===== config.mk =====
export PLATFORM = sky130hd
export DESIGN_NAME = dle_led_encoder
export DESIGN_NICKNAME = d
export VERILOG_FILES = /design/src/rtl/dle_pkg.sv /design/src/rtl/dle_led_encoder.sv
export SDC_FILE = /design/constraint.sdc
export NUM_CORES = 1
export LEC_CHECK = 0
export ABC_AREA = 1
export BUFFER_PORTS_ARGS = -buffer_cell sky130_fd_sc_hd__buf_2
export CAP_MARGIN = 20
export CORE_MARGIN = 3
export CORE_UTILIZATION = 56
export DETAILED_ROUTE_END_ITERATION = 7
export GPL_TIMING_DRIVEN = 0
export PLACE_DENSITY = 0.86
export SYNTH_ARGS = -nofsm -noshare
export SYNTH_HDL_FRONTEND = slang
export SYNTH_SLANG_ARGS = --single-unit

===== constraint.sdc =====
create_clock -name core_clk -period 3.8 [get_ports core_clk]
set_input_delay 0.57 -clock core_clk [delete_from_list [all_inputs] [get_ports core_clk]]
set_output_delay 0.57 -clock core_clk [all_outputs]
set_load 0.01 [all_outputs]

===== src/rtl/dle_pkg.sv =====
// Purpose: Shared constants and types of the diagnostic LED pattern encoder
// Assumes: 100 MHz core clock, AXI4-Lite register access
// Notes: Blink timing is built from one tick; all periods count in ticks
package dle_pkg;
  localparam int unsigned CLK_PERIOD_NS = 10;
  localparam int unsigned TICK_US = 50;
  localparam int unsigned TICK_CYCLES = (TICK_US * 1000) / CLK_PERIOD_NS;
  localparam int unsigned TICK_CNT_W = 16;
  localparam logic [6:0] FRAME_LAST = 7'h4f;
  localparam logic [6:0] FLASH_SLOT = 7'h08;
  localparam logic [6:0] RAPID_START = 7'h38;
  localparam int unsigned FLASH_BIT = 2;
  localparam logic [1:0] CHASE_LAST = 2'h2;
  localparam logic [1:0] CHASE_STEP = 2'h3;

  localparam logic [7:0] OFS_CTRL = 8'h00;
  localparam logic [7:0] OFS_STATUS = 8'h04;
  localparam logic [7:0] OFS_IRQ_STAT = 8'h08;
  localparam logic [7:0] OFS_IRQ_MASK = 8'h0c;

  localparam int unsigned CTRL_BUS_SEL = 0;
  localparam int unsigned CTRL_SAFETY = 1;
  localparam int unsigned CTRL_DUAL = 2;
  localparam logic [2:0] CTRL_RST = 3'h0;

  localparam int unsigned ST_ECAT_LSB = 0;
  localparam int unsigned ST_ECERR_LSB = 2;
  localparam int unsigned ST_PN_LSB = 4;
  localparam int unsigned ST_FSOE_LSB = 8;
  localparam int unsigned ST_FSERR_LSB = 12;
  localparam int unsigned ST_LED_LSB = 16;

  localparam int unsigned IRQ_ECAT_CHG = 0;
  localparam int unsigned IRQ_FSOE_ERR = 1;
  localparam int unsigned IRQ_AXIS_FAULT = 2;
  localparam int unsigned IRQ_FW_FAIL = 3;
  localparam int unsigned IRQ_W = 4;

  localparam logic [1:0] RESP_OKAY = 2'h0;
  localparam logic [1:0] RESP_SLVERR = 2'h2;

  typedef enum logic [1:0] {
    ECAT_INIT = 2'b00, ECAT_PREOP = 2'b01, ECAT_SAFEOP = 2'b10, ECAT_OP = 2'b11
  } dle_ecat_state_t;

  typedef enum logic [1:0] {
    ECERR_NONE = 2'b00, ECERR_BAD_CFG = 2'b01, ECERR_UNSOL = 2'b10, ECERR_WDOG = 2'b11
  } dle_ecat_err_t;

  typedef enum logic [2:0] {
    PN_NONE = 3'b000, PN_SETUP = 3'b001, PN_DHCP = 3'b010, PN_EXPECT = 3'b011,
    PN_ESTAB = 3'b100
  } dle_pn_run_t;

  typedef enum logic [2:0] {
    FS_PRE_RESET = 3'b000, FS_RESET = 3'b001, FS_SESSION = 3'b010, FS_CONN = 3'b011,
    FS_PARAM = 3'b100, FS_PROCESS = 3'b101, FS_FAILSAFE = 3'b110
  } dle_fsoe_state_t;

  localparam logic [2:0] FSERR_NONE = 3'h0;
  localparam logic [2:0] FSERR_UNDEF = 3'h7;

  typedef enum logic [1:0] {
    FW_NORMAL = 2'b00, FW_ERASE = 2'b01, FW_COPY = 2'b10, FW_FAILED = 2'b11
  } dle_fw_phase_t;
endpackage


===== src/rtl/dle_led_encoder.sv =====
// Purpose: Map fieldbus, safety, drive and firmware state onto LED patterns
// Assumes: State inputs synchronous to core_clk; AXI4-Lite slave for control
// Notes: LED outputs are registered, one cycle behind their inputs
//
// Added by the designer: the AXI4-Lite interface to the registers and the placing of the registers.
module dle_led_encoder #(
  parameter int unsigned TICK_CYCLES = dle_pkg::TICK_CYCLES
) (
  input wire logic core_clk, // System clock
  input wire logic reset_n, // Asynchronous reset, active low
  input wire logic [7:0] s_axi_awaddr, // Write address
  input wire logic s_axi_awvalid, // Write address valid
  output logic s_axi_awready, // Write address ready
  input wire logic [31:0] s_axi_wdata, // Write data
  input wire logic [3:0] s_axi_wstrb, // Write byte strobes
  input wire logic s_axi_wvalid, // Write data valid
  output logic s_axi_wready, // Write data ready
  output logic [1:0] s_axi_bresp, // Write response
  output logic s_axi_bvalid, // Write response valid
  input wire logic s_axi_bready, // Write response ready
  input wire logic [7:0] s_axi_araddr, // Read address
  input wire logic s_axi_arvalid, // Read address valid
  output logic s_axi_arready, // Read address ready
  output logic [31:0] s_axi_rdata, // Read data
  output logic [1:0] s_axi_rresp, // Read response
  output logic s_axi_rvalid, // Read data valid
  input wire logic s_axi_rready, // Read data ready
  input dle_pkg::dle_ecat_state_t ecat_state, // EtherCAT device state
  input dle_pkg::dle_ecat_err_t ecat_err, // EtherCAT error kind
  input wire logic pn_link, // PROFINET network connection present
  input wire logic pn_exchange, // PROFINET data exchange active
  input dle_pkg::dle_pn_run_t pn_run, // PROFINET connection phase
  input dle_pkg::dle_fsoe_state_t fsoe_state, // Safety communication state
  input wire logic [2:0] fsoe_err, // 0 none, 1..6 coded, 7 undefined
  input wire logic supply_ok, // Supply voltage present
  input wire logic safe_torque_off, // Safe torque off active
  input wire logic axis_ready, // At least one axis ready to switch on
  input wire logic axis_enabled, // At least one axis enabled
  input wire logic mem_writing, // Writing internal memory
  input wire logic [1:0] axis_warn, // Warning per axis
  input wire logic [1:0] axis_fault, // Fault per axis
  input wire logic [1:0] axis_nocfg, // No configuration active per axis
  input wire logic fw_starting, // Firmware start-up phase
  input dle_pkg::dle_fw_phase_t fw_phase, // Firmware update phase
  output logic bus_err_led, // Fieldbus red LED
  output logic bus_run_led, // Fieldbus green LED
  output logic safety_led, // Safety communication green LED
  output logic drive_run_led, // Drive green LED
  output logic [1:0] axis_err_led, // Red LED per axis
  output logic irq // Level interrupt
);

  typedef struct packed {
    logic aw_got;
    logic [7:0] aw_addr;
    logic w_got;
    logic [31:0] w_data;
    logic [3:0] w_strb;
    logic bvalid;
    logic [1:0] bresp;
    logic rvalid;
    logic [31:0] rdata;
    logic [1:0] rresp;
    logic [2:0] ctrl;
    logic [dle_pkg::IRQ_W-1:0] irq_stat;
    logic [dle_pkg::IRQ_W-1:0] irq_mask;
    logic [dle_pkg::TICK_CNT_W-1:0] tick_cnt;
    logic [6:0] frame;
    logic [1:0] chase;
    dle_pkg::dle_ecat_state_t prev_ecat;
    logic prev_fs_err;
    logic prev_fault;
    logic prev_failed;
    logic [5:0] leds;
  } dle_state_t;

  dle_state_t s_q;
  dle_state_t s_d;
  logic [1:0] axis_pat;

  localparam logic [dle_pkg::TICK_CNT_W-1:0] TICK_LAST =
    dle_pkg::TICK_CNT_W'(TICK_CYCLES - 1);

  // N flashes of one slot each, then dark until the frame ends
  function automatic logic nflash(input logic [6:0] fr, input logic [2:0] n);
    nflash = (fr < {1'b0, n, 3'b000}) && !fr[dle_pkg::FLASH_BIT];
  endfunction

  function automatic logic flash(input logic [6:0] fr);
    flash = !fr[dle_pkg::FLASH_BIT];
  endfunction

  function automatic logic rapid(input logic [6:0] fr);
    rapid = !fr[0];
  endfunction

  assign s_axi_awready = !s_q.aw_got && !s_q.bvalid;
  assign s_axi_wready = !s_q.w_got && !s_q.bvalid;
  assign s_axi_arready = !s_q.rvalid;
  assign s_axi_bvalid = s_q.bvalid;
  assign s_axi_bresp = s_q.bresp;
  assign s_axi_rvalid = s_q.rvalid;
  assign s_axi_rdata = s_q.rdata;
  assign s_axi_rresp = s_q.rresp;
  assign bus_err_led = s_q.leds[0];
  assign bus_run_led = s_q.leds[1];
  assign safety_led = s_q.leds[2];
  assign drive_run_led = s_q.leds[3];
  assign axis_err_led = s_q.leds[5:4];
  assign irq = |(s_q.irq_stat & s_q.irq_mask);

  // Per-axis error pattern; axis B is dark unless the build is dual-axis
  for (genvar a = 0; a < 2; a++) begin : g_axis
    always_comb begin
      if (a == 1 && !s_q.ctrl[dle_pkg::CTRL_DUAL]) begin
        axis_pat[a] = 1'b0;
      end else if (axis_nocfg[a]) begin
        axis_pat[a] = rapid(s_q.frame);
      end else if (axis_fault[a]) begin
        axis_pat[a] = 1'b1;
      end else if (axis_warn[a]) begin
        axis_pat[a] = flash(s_q.frame);
      end else begin
        axis_pat[a] = 1'b0;
      end
    end
  end

  always_comb begin
    logic tick;
    logic do_wr;
    logic wr_ok;
    logic rd_ok;
    logic [31:0] rd_val;
    logic [dle_pkg::IRQ_W-1:0] ev;
    logic [dle_pkg::IRQ_W-1:0] clr;
    logic fs_err;
    logic any_fault;
    logic failed;
    logic [6:0] fr;
    logic l_err;
    logic l_run;
    logic l_saf;
    logic l_drv;
    logic [1:0] l_ax;
    tick = 1'b0;
    do_wr = 1'b0;
    wr_ok = 1'b0;
    rd_ok = 1'b0;
    rd_val = 32'h0000_0000;
    ev = '0;
    clr = '0;
    fs_err = 1'b0;
    any_fault = 1'b0;
    failed = 1'b0;
    fr = s_q.frame;
    l_err = 1'b0;
    l_run = 1'b0;
    l_saf = 1'b0;
    l_drv = 1'b0;
    l_ax = 2'b00;
    s_d = s_q;

    // Shared timebase: tick, pattern frame and chaser position
    tick = (s_q.tick_cnt == TICK_LAST);
    s_d.tick_cnt = tick ? '0 : s_q.tick_cnt + 1'b1;
    if (tick) begin
      s_d.frame = (s_q.frame == dle_pkg::FRAME_LAST) ? 7'h00 : s_q.frame + 7'h01;
      if (s_q.frame[1:0] == dle_pkg::CHASE_STEP) begin
        s_d.chase = (s_q.chase == dle_pkg::CHASE_LAST) ? 2'h0 : s_q.chase + 2'h1;
      end
    end

    // Write channel: address and data taken in either order
    if (s_axi_awvalid && s_axi_awready) begin
      s_d.aw_got = 1'b1;
      s_d.aw_addr = s_axi_awaddr;
    end
    if (s_axi_wvalid && s_axi_wready) begin
      s_d.w_got = 1'b1;
      s_d.w_data = s_axi_wdata;
      s_d.w_strb = s_axi_wstrb;
    end
    do_wr = s_q.aw_got && s_q.w_got;
    if (do_wr) begin
      s_d.aw_got = 1'b0;
      s_d.w_got = 1'b0;
      s_d.bvalid = 1'b1;
      case (s_q.aw_addr)
        dle_pkg::OFS_CTRL: begin
          wr_ok = 1'b1;
          if (s_q.w_strb[0]) begin
            s_d.ctrl = s_q.w_data[2:0];
          end
        end
        dle_pkg::OFS_STATUS: wr_ok = 1'b1;
        dle_pkg::OFS_IRQ_STAT: begin
          wr_ok = 1'b1;
          if (s_q.w_strb[0]) begin
            clr = s_q.w_data[dle_pkg::IRQ_W-1:0];
          end
        end
        dle_pkg::OFS_IRQ_MASK: begin
          wr_ok = 1'b1;
          if (s_q.w_strb[0]) begin
            s_d.irq_mask = s_q.w_data[dle_pkg::IRQ_W-1:0];
          end
        end
        default: wr_ok = 1'b0;
      endcase
      s_d.bresp = wr_ok ? dle_pkg::RESP_OKAY : dle_pkg::RESP_SLVERR;
    end else if (s_q.bvalid && s_axi_bready) begin
      s_d.bvalid = 1'b0;
    end

    // Read channel: one cycle to data
    if (s_axi_arvalid && s_axi_arready) begin
      case (s_axi_araddr)
        dle_pkg::OFS_CTRL: begin
          rd_ok = 1'b1;
          rd_val[2:0] = s_q.ctrl;
        end
        dle_pkg::OFS_STATUS: begin
          rd_ok = 1'b1;
          rd_val[dle_pkg::ST_ECAT_LSB +: 2] = ecat_state;
          rd_val[dle_pkg::ST_ECERR_LSB +: 2] = ecat_err;
          rd_val[dle_pkg::ST_PN_LSB +: 3] = pn_run;
          rd_val[dle_pkg::ST_FSOE_LSB +: 3] = fsoe_state;
          rd_val[dle_pkg::ST_FSERR_LSB +: 3] = fsoe_err;
          rd_val[dle_pkg::ST_LED_LSB +: 6] = s_q.leds;
        end
        dle_pkg::OFS_IRQ_STAT: begin
          rd_ok = 1'b1;
          rd_val[dle_pkg::IRQ_W-1:0] = s_q.irq_stat;
        end
        dle_pkg::OFS_IRQ_MASK: begin
          rd_ok = 1'b1;
          rd_val[dle_pkg::IRQ_W-1:0] = s_q.irq_mask;
        end
        default: rd_ok = 1'b0;
      endcase
      s_d.rvalid = 1'b1;
      s_d.rdata = rd_val;
      s_d.rresp = rd_ok ? dle_pkg::RESP_OKAY : dle_pkg::RESP_SLVERR;
    end else if (s_q.rvalid && s_axi_rready) begin
      s_d.rvalid = 1'b0;
    end

    // Events: a new event in the clearing cycle is kept
    fs_err = (fsoe_err != dle_pkg::FSERR_NONE) && s_q.ctrl[dle_pkg::CTRL_SAFETY];
    any_fault = |axis_fault;
    failed = (fw_phase == dle_pkg::FW_FAILED);
    ev[dle_pkg::IRQ_ECAT_CHG] = (ecat_state != s_q.prev_ecat);
    ev[dle_pkg::IRQ_FSOE_ERR] = fs_err && !s_q.prev_fs_err;
    ev[dle_pkg::IRQ_AXIS_FAULT] = any_fault && !s_q.prev_fault;
    ev[dle_pkg::IRQ_FW_FAIL] = failed && !s_q.prev_failed;
    s_d.irq_stat = (s_q.irq_stat & ~clr) | ev;
    s_d.prev_ecat = ecat_state;
    s_d.prev_fs_err = fs_err;
    s_d.prev_fault = any_fault;
    s_d.prev_failed = failed;

    // Fieldbus LEDs, selected by bus type
    if (!s_q.ctrl[dle_pkg::CTRL_BUS_SEL]) begin
      case (ecat_err)
        dle_pkg::ECERR_NONE: l_err = 1'b0;
        dle_pkg::ECERR_BAD_CFG: l_err = flash(fr);
        dle_pkg::ECERR_UNSOL: l_err = nflash(fr, 3'h1);
        dle_pkg::ECERR_WDOG: l_err = nflash(fr, 3'h2);
        default: l_err = 1'b0;
      endcase
      case (ecat_state)
        dle_pkg::ECAT_INIT: l_run = 1'b0;
        dle_pkg::ECAT_PREOP: l_run = flash(fr);
        dle_pkg::ECAT_SAFEOP: l_run = nflash(fr, 3'h1);
        dle_pkg::ECAT_OP: l_run = 1'b1;
        default: l_run = 1'b0;
      endcase
    end else begin
      if (!pn_link) begin
        l_err = 1'b1;
      end else if (!pn_exchange) begin
        l_err = rapid(fr);
      end else begin
        l_err = 1'b0;
      end
      case (pn_run)
        dle_pkg::PN_NONE: l_run = 1'b0;
        dle_pkg::PN_SETUP: l_run = nflash(fr, 3'h1);
        dle_pkg::PN_DHCP: l_run = !nflash(fr, 3'h1);
        dle_pkg::PN_EXPECT: l_run = flash(fr);
        dle_pkg::PN_ESTAB: l_run = 1'b1;
        default: l_run = 1'b0;
      endcase
    end

    // Safety communication LED; dark when no safety module fitted
    if (!s_q.ctrl[dle_pkg::CTRL_SAFETY]) begin
      l_saf = 1'b0;
    end else if (fsoe_err == dle_pkg::FSERR_UNDEF) begin
      l_saf = rapid(fr);
    end else if (fsoe_err != dle_pkg::FSERR_NONE) begin
      l_saf = (fr < dle_pkg::RAPID_START) ? nflash(fr, fsoe_err) : rapid(fr);
    end else begin
      case (fsoe_state)
        dle_pkg::FS_PRE_RESET: l_saf = 1'b0;
        dle_pkg::FS_RESET, dle_pkg::FS_SESSION, dle_pkg::FS_CONN,
        dle_pkg::FS_PARAM: l_saf = flash(fr);
        dle_pkg::FS_PROCESS: l_saf = 1'b1;
        dle_pkg::FS_FAILSAFE: l_saf = nflash(fr, 3'h1);
        default: l_saf = 1'b0;
      endcase
    end

    // Drive run LED, normal meaning
    if (mem_writing) begin
      l_drv = rapid(fr);
    end else if (!supply_ok || any_fault) begin
      l_drv = 1'b0;
    end else if (axis_enabled) begin
      l_drv = 1'b1;
    end else if (axis_ready) begin
      l_drv = flash(fr);
    end else if (safe_torque_off) begin
      l_drv = nflash(fr, 3'h1);
    end else begin
      l_drv = 1'b0;
    end
    l_ax = axis_pat;

    // Start-up and update phases override the drive LEDs
    if (fw_starting) begin
      l_drv = 1'b1;
      l_ax = 2'b11;
    end else begin
      case (fw_phase)
        dle_pkg::FW_ERASE: begin
          l_drv = 1'b0;
          l_ax = {1'b0, rapid(fr)};
        end
        dle_pkg::FW_COPY: begin
          l_drv = rapid(fr);
          l_ax = 2'b00;
        end
        dle_pkg::FW_FAILED: begin
          l_drv = (s_q.chase == 2'h0);
          l_ax = {s_q.chase == 2'h2, s_q.chase == 2'h1};
        end
        default: ; // Normal meanings stay
      endcase
    end
    s_d.leds = {l_ax, l_drv, l_saf, l_run, l_err};
  end

  always_ff @(posedge core_clk or negedge reset_n) begin
    if (!reset_n) begin
      s_q <= '0;
    end else begin
      s_q <= s_d;
    end
  end

endmodule


==> results of run 1 <==
routing by layer:
metal	GRT usage (%)	vias up
li1	-	1928
met1	30.6	1782
met2	37.1	168
met3	3.16	15
met4	6.87	0
met5	0	-
area by class of cell:
type                    instances  share of cell area (%)
plain buffers                  44                    6.08
clock buffers                  10                    2.59
clock inverters                 6                   0.848
inverters                      61                    4.31
multi-input cells             368                    34.8
flip-flops and latches         85                    40.0
well taps                      99                    2.33
repair buffers                 90                    8.95
cell usage after synthesis:
master / number
clkbuf_1: 2
or2_1: 1
buf_4: 38
a31oi_1: 4
inv_2: 5
xor2_1: 14
nor3_2: 3
nor2_2: 5
o21ai_0: 48
a211oi_1: 1
buf_8: 1
or2_2: 1
a21oi_1: 12
nor2_1: 50
ha_1: 4
nand3b_4: 1
o31ai_1: 6
nand2_1: 130
o21ai_1: 4
nand3b_1: 2
nand2_2: 4
nor2_8: 1
mux2_2: 10
nor3_1: 10
dfrtp_1: 85
nand3_2: 1
buf_2: 3
inv_1: 56
nand4_1: 7
xnor2_1: 2
nand3_1: 32
conb_1: 1
power groups by stage:
stage | Sequential [W] | Combinational (W) | Clock (W)
global route | 0.00111 | 0.000455 | 0.000642
global placement | 0.00111 | 0.000385 | 0
finish | 0.00110 | 0.000402 | 0.000588
detailed placement | 0.00112 | 0.000407 | 0
floorplan | 0.00110 | 0.000259 | 0
CTS | 0.00110 | 0.000408 | 0.000599
state kept, by name, summed over array words and instances (netlist names):
name           count
bus_run_led        1
s_axi_rvalid       1
s_q               56
axis_err_led       2
s_axi_bresp        1
drive_run_led      1
safety_led         1
s_axi_rresp        1
bus_err_led        1
s_axi_rdata       19
s_axi_bvalid       1
kinds of logic (layout without fill, tap and decap cells):
logic type                 after synthesis  count (layout)
AOI/OAI and AO/OA                       75              75
xor gates and xnor gates                16              16
adders and majority gates                4               4
buffers and inverters                  105             211
DFF                                     85              85
muxes                                   10              10
other                                    1              15
and+or+nand+nor                        248             248
critical path: cells and delay by family, from the launching register on:
kind                   cells  cell delay (ns)
buffers and inverters      1             0.16
DFF                        1             0.43
and+or+nand+nor            1             0.18
path summary, 6_finish.rpt:
path | startpoint | end | slack [ns]
hold / removal | reset_n | s_axi_rdata[3]$_DFFE_PN0P_ | 0.11
setup / recovery | s_q[130]$_DFFE_PN0P_ | s_axi_awready | 2.13
hold reg to reg | s_q[8]$_DFF_PN0_ | s_q[41]$_DFF_PN0_ | 0.44
setup reg to reg | s_q[15]$_DFFE_PN0N_ | drive_run_led$_DFF_PN0_ | 2.27
min in group core_clk | s_axi_bready | s_axi_bvalid$_DFFE_PN0P_ | 0.40
max in group asynchronous | reset_n | s_q[14]$_DFFE_PN0N_ | 3.08
metrics by stage:
| stage | power (W) | instances |
|---|---|---|
| final | 0.00209 | 763 |
| after global routing | 0.00221 | 763 |
| after CTS | 0.00211 | 763 |
| after detailed placement | 0.00152 | 747 |
| after global placement | 0.00149 | 746 |
| after floorplan | 0.00136 | 558 |
==> results.json, run 1 <==
{
  "status": "completed",
  "netlist.top_cell.by_area": "dfrtp_1",
  "postCtsSetupBuffers": 0,
  "synthXorXnorAreaFrac_pct": 3.13,
  "pwr_density_cell_nw_per_um2": 393,
  "swShare_pct": 30.0,
  "multiInputGateArea_sq_um": 1850,
  "place_area_sq_um": 5130,
  "grt-ovfl-total": 0,
  "fin_ws_ns": 2.13,
  "finalHoldViolCount": 0,
  "post_cts_resized": 0,
  "antenna_cells": 0,
  "post-place-ws_ns": 2.15,
  "grt_start_max_net_pins": 65,
  "end_kind": "primary output",
  "leakage_nw": 2.88,
  "die_y_um": 95.4,
  "cts_htree_levels": 3,
  "critPathArrivalTime_ns": 1.10,
  "clk_pin_slew_ns": 0.09,
  "clkPwrFrac_pct": 28.2,
  "reg2regPathDepth": 7,
  "p_comb_share_pct": 19.2,
  "layout-drive-gt1-share_pct": 27.0,
  "intPower_w": 0.00146,
  "critPathMaxStageDelay_ns": 0.43,
  "synthMuxAreaShare_pct": 2.52,
  "dp_hpwl_mm": 7.64,
  "drt_iter0_markers": 234,
  "whs_ns": 0.106,
  "grt_pass1_vias": 3594,
  "crit_fanout": 5,
  "m1WireLength_mm": 4.36,
  "fin_util_pct": 71.0,
  "regArea_sq_um": 2130,
  "layout_common_cells": "nand2_1, buf_2, dfrtp_1, inv_1, nor2_1",
  "antenna_found_initial": 0,
  "clkLatencyLatePin_ns": 0.34,
  "tightest_slew_ns": 0.522,
  "grtUsageTotal_pct": 22.4,
  "max_cap_violations": 0,
  "min_path_type": "in -> async",
  "synth_seq_area_share_pct": 47.5,
  "final.period_utilization_pct": 44.0,
  "nNetsFinal": 751,
  "vias_per_cell": 5.10,
  "cts_tree": "yes",
  "seqPwrFrac_pct": 52.6,
  "drc_errors": 0,
  "synth_area_leaders": "dfrtp_1, nand2_1, buf_4, o21ai_0, inv_1",
  "synth_simple_gate_area_share_pct": 24.4,
  "yosysWarnings": 0,
  "clock_skew_ns": 0.0133,
  "floorplan.initialDensity_pct": 59.8,
  "worstPathRequired_ns": 3.23,
  "antenna_left": 0,
  "met2WireLength_mm": 4.54,
  "setup_tns_ns": 0,
  "rsz0062_at_grt": "no",
  "drt-wirelength-per-cell_um": 12.8,
  "final_cell_area_sq_um": 5310,
  "setup_viol": 0,
  "vias": 3893,
  "p_switching_w": 0.000626,
  "synth_top_family_by_area": "simple AND/OR/NAND/NOR gates",
  "crit_chain": "nor2_1 -> buf_2",
  "cts_sinks": 85,
  "finalMaxSlewViolations": 0,
  "synth.cell_area_sq_um": 4480,
  "gp_congestion": 0.893,
  "max_freq_ghz": 0.598,
  "cts-root-buf": "clkbuf_8",
  "irDropWorstVdd_v": 0.000337,
  "die_area_sq_um": 9100,
  "wl_met3_um": 742,
  "slew_headroom_pct": 64.9,
  "netlist.area_leader.share_pct": 47.5,
  "final_common_cell": "nand2_1",
  "synth_cells": 544,
  "wl_mm": 9.78,
  "cts-hold-fix-buffers": 0,
  "fillCellCount": 599,
  "rows": 31,
  "core_area_sq_um": 7490,
  "cts_buffer_depth": 2,
  "cts_buffers": 9,
  "dieWidth_um": 95.4,
  "fin_crit_ns": 1.67,
  "synth_cell_types": 32,
  "syn_area_per_cell_sq_um": 8.23,
  "cpMaxStageDelayCell": "dfrtp_1",
  "io_pins": 136,
  "grt_pass1_wl_mm": 16.0,
  "ys_ff_latch": 85,
  "startpoint_type": "flop",
  "syn_to_final_growth_pct": 18.6,
  "numPortBuffers": 89,
  "synth_compound_area_share_pct": 8.89,
  "highest_layer": "met4",
  "crit_type": "reg -> out",
  "synthAdderAreaFrac_pct": 1.12,
  "firstDrtPassIters": 5
}
(Power assumes the default switching activity.)
==> run 2: changes to the inputs <==
ABC_AREA = 0   (was 1)
CORE_UTILIZATION = 46   (was 56)
PLACE_DENSITY = 0.76   (was 0.86)
clock period = 1.4 ns   (was 3.8 ns; I/O delays follow)
==> run 2 against run 1 <==
Effect of this change: the run now ends with negative setup slack left; combinational power grew to 3.2 times the previous value; critical path depth grew 4; sequential cell count is the same; utilization shrank 6.7 points; worst hold slack lost 0.073 ns; total power grew to 3.0 times the previous value; synthesized area shrank 6.3%; via count shrank 14%; final cell count shrank 16%; global-route usage shrank 2.6 points; critical path type is now reg -> reg; largest cell class unchanged; highest routed layer is now met5.
==> results.json, run 2 <==
{
  "post-synth-top-count-cell": "dfrtp_1",
  "synthMuxAreaShare_pct": 8.74,
  "grt_start_max_net_pins": 62,
  "syn_to_final_growth_pct": 34.8,
  "antenna_cells": 0,
  "crit_type": "reg -> reg",
  "nNetsFinal": 618,
  "synth_cells": 377,
  "syn_area_per_cell_sq_um": 11.1,
  "synth_top_family_by_area": "simple AND/OR/NAND/NOR gates",
  "crit_chain": "ha_4 -> or4b_4 -> nor4_4 -> buf_6 -> nand2_4 -> mux2_4",
  "holdPathEnd": "s_axi_rvalid$_DFFE_PN0P_",
  "wl_mm": 9.98,
  "yosysWarnings": 0,
  "pwr_density_cell_nw_per_um2": 1120,
  "synth_flop_cell": "dfrtp_1",
  "crit_fanout": 5,
  "synth.cell_area_sq_um": 4190,
  "cts_tree": "yes",
  "whs_ns": 0.0327,
  "final_cell_area_sq_um": 5650,
  "fin_ws_ns": -0.545,
  "power_w": 0.00631,
  "core_area_sq_um": 8810,
  "rows": 34,
  "gp_congestion": 0.804,
  "grt_pass1_vias": 3222,
  "largest_register_ffs": 56,
  "cpMaxStageDelayCell": "or4b_4",
  "cts-root-buf": "clkbuf_8",
  "cts_buffers": 9,
  "place_area_sq_um": 4980,
  "netlist.top_cell.by_area": "dfrtp_1",
  "max_freq_ghz": 0.514,
  "drt-wirelength-per-cell_um": 15.6,
  "critPathMaxStageDelay_ns": 0.46,
  "dieWidth_um": 101,
  "fin_util_pct": 64.2,
  "r2r_slack_ns": -0.54,
  "io_pins": 136,
  "vias_per_cell": 5.22,
  "antenna_found_initial": 2,
  "clk_pin_slew_ns": 0.09,
  "min_path_type": "in -> reg",
  "cts_htree_levels": 3,
  "min_from": "s_axi_rready",
  "r2r_start": "s_q[20]$_DFF_PN0_",
  "floorplan.initialDensity_pct": 47.6,
  "ys_ff_latch": 85,
  "die_y_um": 101,
  "synthAdderAreaFrac_pct": 1.19,
  "cts_sinks": 85,
  "synth_seq_area_share_pct": 50.7,
  "grt_pass1_wl_mm": 15.8,
  "antenna_left": 0,
  "irDropWorstVdd_v": 0.000760,
  "dp_hpwl_mm": 6.92,
  "synth.top_cells.by_count": "dfrtp_1, buf_4, mux2_2, nand2_1, nor2_1",
  "grtUsageTotal_pct": 19.8,
  "finalMaxSlewViolations": 0,
  "cts_buffer_depth": 2,
  "synth_area_leaders": "dfrtp_1, buf_4, mux2_2, a22o_1, xnor2_1",
  "setup_viol": 33,
  "netlist.area_leader.share_pct": 50.7,
  "clock_skew_ns": 0.00964,
  "grt-ovfl-total": 0,
  "layout_common_cells": "buf_2, dfrtp_1, buf_4, nand2_1, nor2_1",
  "synthXorXnorAreaFrac_pct": 3.76,
  "max_cap_violations": 0,
  "die_area_sq_um": 10300,
  "r2r-end": "s_q[11]$_DFFE_PN0P_",
  "startpoint_type": "flop",
  "end_kind": "flop",
  "worstPathRequired_ns": 1.64,
  "clkLatencyLatePin_ns": 0.36,
  "firstDrtPassIters": 4,
  "setup_tns_ns": -12.60,
  "synth_edf_count": 0,
  "final.period_utilization_pct": 139,
  "hold_path_depth": 2,
  "rsz0062_at_grt": "yes",
  "final_common_cell": "buf_2",
  "synth_simple_gate_area_share_pct": 14.5,
  "numPortBuffers": 88,
  "synth_cell_types": 60,
  "synth_compound_area_share_pct": 11.6,
  "vias": 3333,
  "layout-drive-gt1-share_pct": 49.0,
  "top_register": "s_q",
  "violations": "negative setup slack",
  "finalHoldViolCount": 0,
  "drt_iter0_markers": 114,
  "status": "complete, but fails checks",
  "critPathArrivalTime_ns": 2.19,
  "drc_errors": 0,
  "reg2regPathDepth": 6,
  "fin_crit_ns": 1.94,
  "leakage_nw": 2.82,
  "fillCellCount": 684,
  "async_flop_share_pct": 100
}
==> run 2: changes by cell type after synthesis, moves of 16 or more <==
cell     previous run  this run
a22o_1              0        16
inv_1              56        15
nand2_1           130        23
nand3_1            32        15
nor2_1             50        23
o21ai_0            48        15
==> run 2: cells by family (layout without fill, tap and decap cells) <==
kind of cell             count (synthesis)  count (layout)
AO/OA/AOI/OAI                           67              67
XOR/XNOR                                18              18
adder cells (fa/ha/maj)                  4               4
buffers and inverters                   65             205
flip-flops                              85              85
multiplexers                            29              29
other                                    1              15
AND/OR/NAND/NOR                        108             108
==> run 2: per-stage QoR <==
| stage | cells | setup slack [ns] |
|---|---|---|
| after floorplan | 391 | -0.687 |
| after global placement | 587 | -0.889 |
| after detailed placement | 588 | -0.905 |
| after CTS | 626 | -0.520 |
| after global routing | 639 | -0.605 |
| final | 639 | -0.545 |
==> run 2: timing repair <==
item,4_1_cts,5_1_grt
setup endpoints to repair,50,57
hold endpoints to repair,24,0
hold buffers,1,0
pin swaps,13,13
buffers inserted,21,14
resized for setup,24,24
cloned,1,1
==> run 2: routing by layer <==
| metal | track usage, % | part of all wire (%) |
|---|---|---|
| met1 | 25.4 | 44 |
| met2 | 32.5 | 48 |
| met3 | 3.31 | 5.6 |
| met4 | 9.51 | 2.2 |
| met5 | 0 | 0.21 |
==> run 2: area by class of cell <==
class | count | area, sq um | share of cell area (%)
tap | 108 | 135 | 2.39
sequential | 85 | 2130 | 37.7
inverter | 15 | 56.3 | 0.996
multi-input combinational | 241 | 1950 | 34.4
clock inverter | 7 | 96.3 | 1.70
buffer | 48 | 370 | 6.55
timing repair buffer | 126 | 792 | 14.0
clock buffer | 9 | 124 | 2.19
==> run 2: worst max-delay path by stage <==
stage,start,to,slack (ns),depth (start not counted)
floorplan,s_q[20]$_DFF_PN0_,s_q[11]$_DFFE_PN0P_,-0.69,5
global placement,s_q[20]$_DFF_PN0_,s_q[11]$_DFFE_PN0P_,-0.89,5
detailed placement,s_q[20]$_DFF_PN0_,s_q[11]$_DFFE_PN0P_,-0.90,5
CTS,s_q[21]$_DFF_PN0_,s_q[11]$_DFFE_PN0P_,-0.52,6
global route,s_q[21]$_DFF_PN0_,s_q[11]$_DFFE_PN0P_,-0.60,6
finish,s_q[20]$_DFF_PN0_,s_q[11]$_DFFE_PN0P_,-0.54,6
==> run 2: power by group <==
group          switching (W)  leakage, nW  internal, W  total, W
Clock               0.000942        0.114      0.00102   0.00196
Sequential          0.000288         1.08      0.00277   0.00306
Combinational       0.000587         1.62     0.000709   0.00130
==> run 2: critical path, delay by kind of cell, from the launching register on <==
kind / cells / cell delay (ns)
multiplexers: 1 / 0.30
AND/OR/NAND/NOR: 3 / 0.80
buffers and inverters: 1 / 0.18
adder cells (fa/ha/maj): 1 / 0.15
flip-flops: 1 / 0.41
